[src/pio_pkg.sv]
/*
 * Package for the parallel I/O pin control block: register offsets,
 * reset values and widths.
 * Assumes a plain register port with 8-bit data, one aligned word each.
 */
package pio_pkg;
    localparam int PIO_ADDR_W = 4;
    localparam int PIO_WIDTH = 8;
    // Data and direction space
    localparam logic [3:0] PIO_OFF_DATA = 4'h0;
    localparam logic [3:0] PIO_OFF_DIR = 4'h1;
    // Pin control space, separate from data and direction
    localparam logic [3:0] PIO_OFF_PULLUP = 4'h8;
    localparam logic [3:0] PIO_OFF_SLEW = 4'h9;
    localparam logic [3:0] PIO_OFF_DRIVE = 4'hA;
    // Read-only view of the output enables driven to the pads
    localparam logic [3:0] PIO_OFF_STATUS = 4'hC;
    localparam logic [7:0] PIO_RST_DATA = 8'h00;
    localparam logic [7:0] PIO_RST_DIR = 8'h00;
    localparam logic [7:0] PIO_RST_PULLUP = 8'h00;
    localparam logic [7:0] PIO_RST_SLEW = 8'hFF;
    localparam logic [7:0] PIO_RST_DRIVE = 8'h00;
    localparam logic [7:0] PIO_ZERO = 8'h00;
endpackage

[src/pio_pin_ctrl.sv]
/*
 * Parallel I/O pin control for one 8-bit port: output latch, direction,
 * peripheral and analog override, pull-up, slew and drive controls.
 * Assumes pads outside resolve the wire from pin_out/pin_oe and that
 * peripheral enables and outputs come from logic on clk_sys.
 */
// Behaviour
// RL1 - An enabled shared peripheral takes the pin from general-purpose I/O
// RL2 - Reset disables peripheral functions and clears all direction bits; periph_en is not reset here and takes the pins again when reset ends
// RL3 - Reset sets slew limit, clears high drive and pull-up enable
// RL4 - Direction bit enables output buffer and picks data read source
// RL5 - Input buffer stays on unless analog function or output-only pin
// RL6 - Shared digital function drives output enable instead of direction
// RL7 - Direction bit still picks data read source under a peripheral
// RL8 - Analog function disables input and output buffers of the pin
// RL9 - Input-direction read returns 0 when the input buffer is off
// RL10 - Analog function wins over digital function on the same pin
// RL11 - Software should load the data latch before making pins outputs
// RL12 - One pull-up enable bit per pin turns on its pull-up
// RL13 - Pull-up off whenever the pin drives, by direction or peripheral
// RL14 - Pull-up off whenever an analog function controls the pin
// RL15 - Per-pin slew limit bit, no effect on input pins
// RL16 - Per-pin drive select bit chooses high output drive
// RL17 - Pin control registers live apart from data and direction
// RL18 - Data writes latch all bits; output pins drive the latch
// RL19 - Read gives pin level for inputs, latched bit for outputs
// RL20 - Reset clears the latch without driving it out
// RL21 - Control latches update on the bus clock, reset to defaults
module pio_pin_ctrl
    import pio_pkg::*;
#(
    parameter int WIDTH = PIO_WIDTH,
    parameter logic [WIDTH-1:0] OUTPUT_ONLY = '0
) (
    input wire logic clk_sys,
    input wire logic rstn,
    input wire logic [PIO_ADDR_W-1:0] reg_addr,
    input wire logic [WIDTH-1:0] reg_wdata,
    input wire logic reg_wr,
    input wire logic reg_rd,
    output logic [WIDTH-1:0] reg_rdata,
    input wire logic [WIDTH-1:0] pin_in,
    output logic [WIDTH-1:0] pin_out,
    output logic [WIDTH-1:0] pin_oe,
    output logic [WIDTH-1:0] pin_ibe,
    output logic [WIDTH-1:0] pin_pullup,
    output logic [WIDTH-1:0] pin_slew,
    output logic [WIDTH-1:0] pin_high_drive,
    input wire logic [WIDTH-1:0] periph_en,
    input wire logic [WIDTH-1:0] periph_out,
    input wire logic [WIDTH-1:0] periph_oe,
    input wire logic [WIDTH-1:0] analog_en,
    output logic [WIDTH-1:0] periph_in
);

    function automatic logic hit(input logic [PIO_ADDR_W-1:0] a,
                                 input logic [PIO_ADDR_W-1:0] off);
        hit = (a == off);
    endfunction

    logic [WIDTH-1:0] port_output_latch_ff, nxt_port_output_latch;
    logic [WIDTH-1:0] pin_direction_bit_ff, nxt_pin_direction_bit;
    logic [WIDTH-1:0] pullup_enable_bit_ff, nxt_pullup_enable_bit;
    logic [WIDTH-1:0] slew_limit_enable_bit_ff, nxt_slew_limit_enable_bit;
    logic [WIDTH-1:0] high_drive_select_bit_ff, nxt_high_drive_select_bit;
    logic [WIDTH-1:0] pin_s1_ff, pin_s2_ff;
    logic [WIDTH-1:0] rdata_ff, nxt_rdata;
    logic [WIDTH-1:0] out_ff, nxt_out;
    logic [WIDTH-1:0] oe_ff, nxt_oe;
    logic [WIDTH-1:0] ibe_ff, nxt_ibe;
    logic [WIDTH-1:0] pu_ff, nxt_pu;
    logic [WIDTH-1:0] slew_ff, nxt_slew;
    logic [WIDTH-1:0] hd_ff, nxt_hd;
    logic [WIDTH-1:0] pin_rd_ff, nxt_pin_rd;
    logic [WIDTH-1:0] in_buf;
    logic [WIDTH-1:0] data_view;

    // Register writes
    always_comb begin
        nxt_port_output_latch = port_output_latch_ff;
        nxt_pin_direction_bit = pin_direction_bit_ff;
        nxt_pullup_enable_bit = pullup_enable_bit_ff;
        nxt_slew_limit_enable_bit = slew_limit_enable_bit_ff;
        nxt_high_drive_select_bit = high_drive_select_bit_ff;
        if (reg_wr) begin
            // RL18 RL11 latch all bits
            if (hit(reg_addr, PIO_OFF_DATA)) begin
                nxt_port_output_latch = reg_wdata;
            end
            if (hit(reg_addr, PIO_OFF_DIR)) begin
                nxt_pin_direction_bit = reg_wdata;
            end
            // RL17 RL12 separate control space
            if (hit(reg_addr, PIO_OFF_PULLUP)) begin
                nxt_pullup_enable_bit = reg_wdata;
            end
            // RL15 slew bit write
            if (hit(reg_addr, PIO_OFF_SLEW)) begin
                nxt_slew_limit_enable_bit = reg_wdata;
            end
            // RL16 drive bit write
            if (hit(reg_addr, PIO_OFF_DRIVE)) begin
                nxt_high_drive_select_bit = reg_wdata;
            end
        end
    end

    // RL21 RL2 RL3 RL20 synchronous reset defaults
    always_ff @(posedge clk_sys) begin
        if (!rstn) begin
            port_output_latch_ff <= PIO_RST_DATA;
            pin_direction_bit_ff <= PIO_RST_DIR;
            pullup_enable_bit_ff <= PIO_RST_PULLUP;
            slew_limit_enable_bit_ff <= PIO_RST_SLEW;
            high_drive_select_bit_ff <= PIO_RST_DRIVE;
        end else begin
            port_output_latch_ff <= nxt_port_output_latch;
            pin_direction_bit_ff <= nxt_pin_direction_bit;
            pullup_enable_bit_ff <= nxt_pullup_enable_bit;
            slew_limit_enable_bit_ff <= nxt_slew_limit_enable_bit;
            high_drive_select_bit_ff <= nxt_high_drive_select_bit;
        end
    end

    // Pins are asynchronous to the bus clock
    always_ff @(posedge clk_sys) begin
        if (!rstn) begin
            pin_s1_ff <= PIO_ZERO;
            pin_s2_ff <= PIO_ZERO;
        end else begin
            pin_s1_ff <= pin_in;
            pin_s2_ff <= pin_s1_ff;
        end
    end

    // Combinational input buffer, seen only through the second stage
    always_comb begin
        // RL5 RL8 input buffer enable
        in_buf = ~(analog_en | OUTPUT_ONLY);
    end

    // Per-pin pad control
    genvar g;
    generate
        for (g = 0; g < WIDTH; g++) begin : g_pin
            logic ana;
            logic dig;
            logic drv;
            // RL10 analog wins over digital
            assign ana = analog_en[g];
            // RL1 peripheral takes the pin
            assign dig = periph_en[g] & ~ana;
            // RL4 RL6 output enable source
            assign drv = ana ? 1'b0 :
                         dig ? periph_oe[g] : pin_direction_bit_ff[g];
            always_comb begin
                nxt_oe[g] = drv;
                nxt_out[g] = dig ? periph_out[g] : port_output_latch_ff[g];
                nxt_ibe[g] = in_buf[g];
                // RL13 RL14 pull-up overrides
                nxt_pu[g] = pullup_enable_bit_ff[g] & ~drv & ~ana;
                // RL15 no slew effect on inputs
                nxt_slew[g] = slew_limit_enable_bit_ff[g] & drv;
                // RL16 high drive select
                nxt_hd[g] = high_drive_select_bit_ff[g] & drv;
                // RL9 buffer off reads zero
                nxt_pin_rd[g] = pin_s2_ff[g] & in_buf[g];
            end
        end
    endgenerate

    always_comb begin
        // RL19 RL7 read source by direction
        data_view = (pin_direction_bit_ff & port_output_latch_ff) |
                    (~pin_direction_bit_ff & pin_rd_ff);
        nxt_rdata = PIO_ZERO;
        if (reg_rd) begin
            case (reg_addr)
                PIO_OFF_DATA: nxt_rdata = data_view;
                PIO_OFF_DIR: nxt_rdata = pin_direction_bit_ff;
                PIO_OFF_PULLUP: nxt_rdata = pullup_enable_bit_ff;
                PIO_OFF_SLEW: nxt_rdata = slew_limit_enable_bit_ff;
                PIO_OFF_DRIVE: nxt_rdata = high_drive_select_bit_ff;
                PIO_OFF_STATUS: nxt_rdata = oe_ff;
                default: nxt_rdata = PIO_ZERO;
            endcase
        end
    end

    // Pad outputs registered so the pads see no decode glitches
    always_ff @(posedge clk_sys) begin
        if (!rstn) begin
            rdata_ff <= PIO_ZERO;
            out_ff <= PIO_ZERO;
            oe_ff <= PIO_ZERO;
            ibe_ff <= PIO_ZERO;
            pu_ff <= PIO_ZERO;
            slew_ff <= PIO_ZERO;
            hd_ff <= PIO_ZERO;
            pin_rd_ff <= PIO_ZERO;
        end else begin
            rdata_ff <= nxt_rdata;
            out_ff <= nxt_out;
            oe_ff <= nxt_oe;
            ibe_ff <= nxt_ibe;
            pu_ff <= nxt_pu;
            slew_ff <= nxt_slew;
            hd_ff <= nxt_hd;
            pin_rd_ff <= nxt_pin_rd;
        end
    end

    assign reg_rdata = rdata_ff;
    assign pin_out = out_ff;
    assign pin_oe = oe_ff;
    assign pin_ibe = ibe_ff;
    assign pin_pullup = pu_ff;
    assign pin_slew = slew_ff;
    assign pin_high_drive = hd_ff;
    assign periph_in = pin_rd_ff;

endmodule

[config.mk]
export PLATFORM = sky130hd
export DESIGN_NAME = pio_pin_ctrl
export DESIGN_NICKNAME = d
export VERILOG_FILES = /design/src/pio_pkg.sv /design/src/pio_pin_ctrl.sv
export SDC_FILE = /design/constraint.sdc
export NUM_CORES = 1
export LEC_CHECK = 0
export BUFFER_PORTS_ARGS = -buffer_cell sky130_fd_sc_hd__buf_2
export CAP_MARGIN = 10
export CORE_ASPECT_RATIO = 1.1
export CORE_MARGIN = 2
export CORE_UTILIZATION = 52
export DETAILED_ROUTE_END_ITERATION = 8
export GPL_TIMING_DRIVEN = 1
export PLACE_DENSITY_LB_ADDON = 0.05
export RECOVER_POWER = 50
export SYNTH_ARGS = -nofsm -noshare
export SYNTH_HDL_FRONTEND = slang
export SYNTH_SLANG_ARGS = --single-unit
[constraint.sdc]
create_clock -name clk_sys -period 1.4 [get_ports clk_sys]
set_input_delay 0.28 -clock clk_sys [delete_from_list [all_inputs] [get_ports clk_sys]]
set_output_delay 0.28 -clock clk_sys [all_outputs]
set_load 0.01 [all_outputs]
==> flow_summary.yaml <==
clocking:
  cts_buffer_depth: 2
  cts_resized: 0
  numCtsBuffers: 17
  clk_pin_slew_ns: 0.06
  post-cts-setup-buffers: 0
  cts_max_level: 4
  clk_latency_ns: 0.52
  tritoncts: "built"
  cts_num_sinks: 120
  cts_root_buf: "clkbuf_8"
  ctsHoldBuffers: 9
flow_run:
  max_cap_viol_count: 0
placement:
  io_buffers: 119
  placed_cells_incl_taps: 694
  dpl.hpwl_mm: 8.29
  gp_congestion: 0.863
  dp_worst_setup_slack_ns: -0.211
yosys:
  synth-seq-area-share_pct: 53.3
  synth_nets: 501
  yosysUniqueCellTypes: 41
  synthFlopType: "dfxtp_1"
  ys_async_sr_fraction_pct: 0
  post_synth.cell_area_avg_um2: 10.1
  syn_area_mm2: 0.00451
  syn_inst: 445
  synth_edf_count: 0
  ys_warn_count: 0
  ys_ff_latch: 120
setup_path:
  end_kind: "primary output"
  start_kind: "register"
  path_max_fanout: 2
  ff2ff_setup_slack_ns: 0.15
  critPathTopFamily: "flip-flops"
  cp_cell_sequence: "buf_2"
  cpPeakStageDelay_ns: 0.36
  ff2ff_path_depth: 3
  worst_path_max_delay_cell: "dfxtp_1"
  cp_num_cells: 1
  critPathKind: "reg2out"
  path_buf_inv: 1
  worstPathArrival_ns: 1.02
  critPathRequiredTime_ns: 1.12
floorplan:
  rows: 35
  core_mm2: 0.00841
  dieWidth_um: 92.8
  ioPinCount: 120
  initial_core_util_pct: 53.6
  die_height_um: 102
  die_area_mm2: 0.00943
final_layout:
  layout_common_cells: "120 x dfxtp_1, 116 x buf_2, 50 x nand3_1"
  layout_commonest_cell: "dfxtp_1"
  fin_util_pct: 72.6
  drive_above_1_share_pct: 31.1
  antenna_cells: 0
  syn2layout_area_growth_pct: 35.4
  nets: 667
  final_cells: 735
power:
  power_density_mw_per_mm2: 1360
  totalPowerFinal_mw: 8.27
  p_leak_nw: 2.62
  ir_drop_uv: 992
sta:
  min_period_ns: 1.30
  rsz0062_at_grt: "false"
  period_share_pct: 92.9
  relSlewSlack_pct: 70.0
  hold_violations: 0
  max_freq_ghz: 0.769
  worst_pin_slew_ns: 0.450
  clock_skew_ns: 0.00630
  setup_viol: 0
  worst_slack_ns: 0.0988
  slew_viol_final: 0
global_routing:
  grt_antenna_before_repair: 0
  grt_pass1_vias: 3895
  grt_max_degree: 25
  grt_pass1_wl_mm: 19.1
  grt-ovfl-total: 0
  grt_usage_pct: 26.5
routing:
  first_pass_iters: 4
  drc: 0
  viasPerCell: 5.30
  ant_nets: 0
  wire_per_inst_um: 16.2
  drt-initial-drc-count: 268
  vias: 3896
  finalWirelength_mm: 11.9
min_path:
  hold_depth: 3
  hp-class: "in2reg"
run_status:
  status: "completed"
cell usage after synthesis (all sizes together), types with 5 or more instances:
master	n	area, um2
nor2b	34	213
mux2	5	56.3
clkbuf	19	71.3
and2	40	250
and3	8	50.1
buf	11	56.3
mux2i	31	310
a21oi	5	25.0
o21ai	42	210
nand3	50	250
dfxtp	120	2400
nand3b	7	52.6
o22a	5	43.8
a22oi	5	37.5
a21boi	32	240
logic make-up (layout without fill, tap and decap cells):
group	count (synthesis)	count (layout)	synth area share [%]
AND/OR/NAND/NOR	161	161	22.0
flip-flops	120	120	53.3
AO/OA/AOI/OAI	96	96	13.6
multiplexers	36	36	8.13
buffers and inverters	32	211	3.00
path summary, 6_finish.rpt:
path,endpoint,from
worst min-delay path,pin_out[6],periph_out[6]
worst max-delay path,pin_oe[3],pin_oe[3]
worst min register to register,periph_in[2],pin_s2_ff[2]
worst max register to register,reg_rdata[4],pin_direction_bit_ff[4]
tightest hold or removal path, stage by stage:
cell and delay (ns):
buf_2 0.08, mux2i_1 0.05, nor2b_1 0.10
flip-flops by register name, indices dropped and copies added, names as in the netlist:
name,flops
pin_ibe,8
port_output_latch_ff,8
pin_out,8
reg_rdata,8
pin_high_drive,8
slew_limit_enable_bit_ff,8
pin_pullup,8
pin_s2_ff,8
high_drive_select_bit_ff,8
periph_in,8
pin_direction_bit_ff,8
pin_slew,8
pin_oe,8
pullup_enable_bit_ff,8
pin_s1_ff,8
power by group:
| part | internal (mW) | switching, mW | total (mW) |
|---|---|---|---|
| Sequential | 3.50 | 0.0311 | 3.53 |
| Clock | 2.58 | 1.56 | 4.15 |
| Combinational | 0.283 | 0.315 | 0.598 |
| Total | 6.36 | 1.91 | 8.27 |
through the flow:
stage | area, um2 | TNS, ns | hold WS (ns)
3_3_place_gp | 5500 | -0.921 | 0.408
5_1_grt | 6100 | 0 | 0.0181
3_5_place_dp | 5500 | -1.13 | 0.411
6_report | 6100 | 0 | 0.0245
4_1_cts | 6160 | 0 | 0.00837
2_1_floorplan | 4510 | 0 | 0.374
layer usage:
metal  wire length (um)  GRT usage (%)  vias to the layer above
met2               5930           43.8                      144
met4                233           10.3                        0
met3                817           7.96                       25
met5                  0              0                        -
met1               4910           32.7                     1832
li1                   -              -                     1895
layout make-up:
class	count	area, um2
clock inverters	14	148
flip-flops and latches	120	2400
well taps	111	139
multi-input cells	293	1970
fillers	671	2310
repair buffers	177	1010
inverters	2	7.51
clock buffers	18	428
Note: power is estimated with default switching activity, not from simulation.
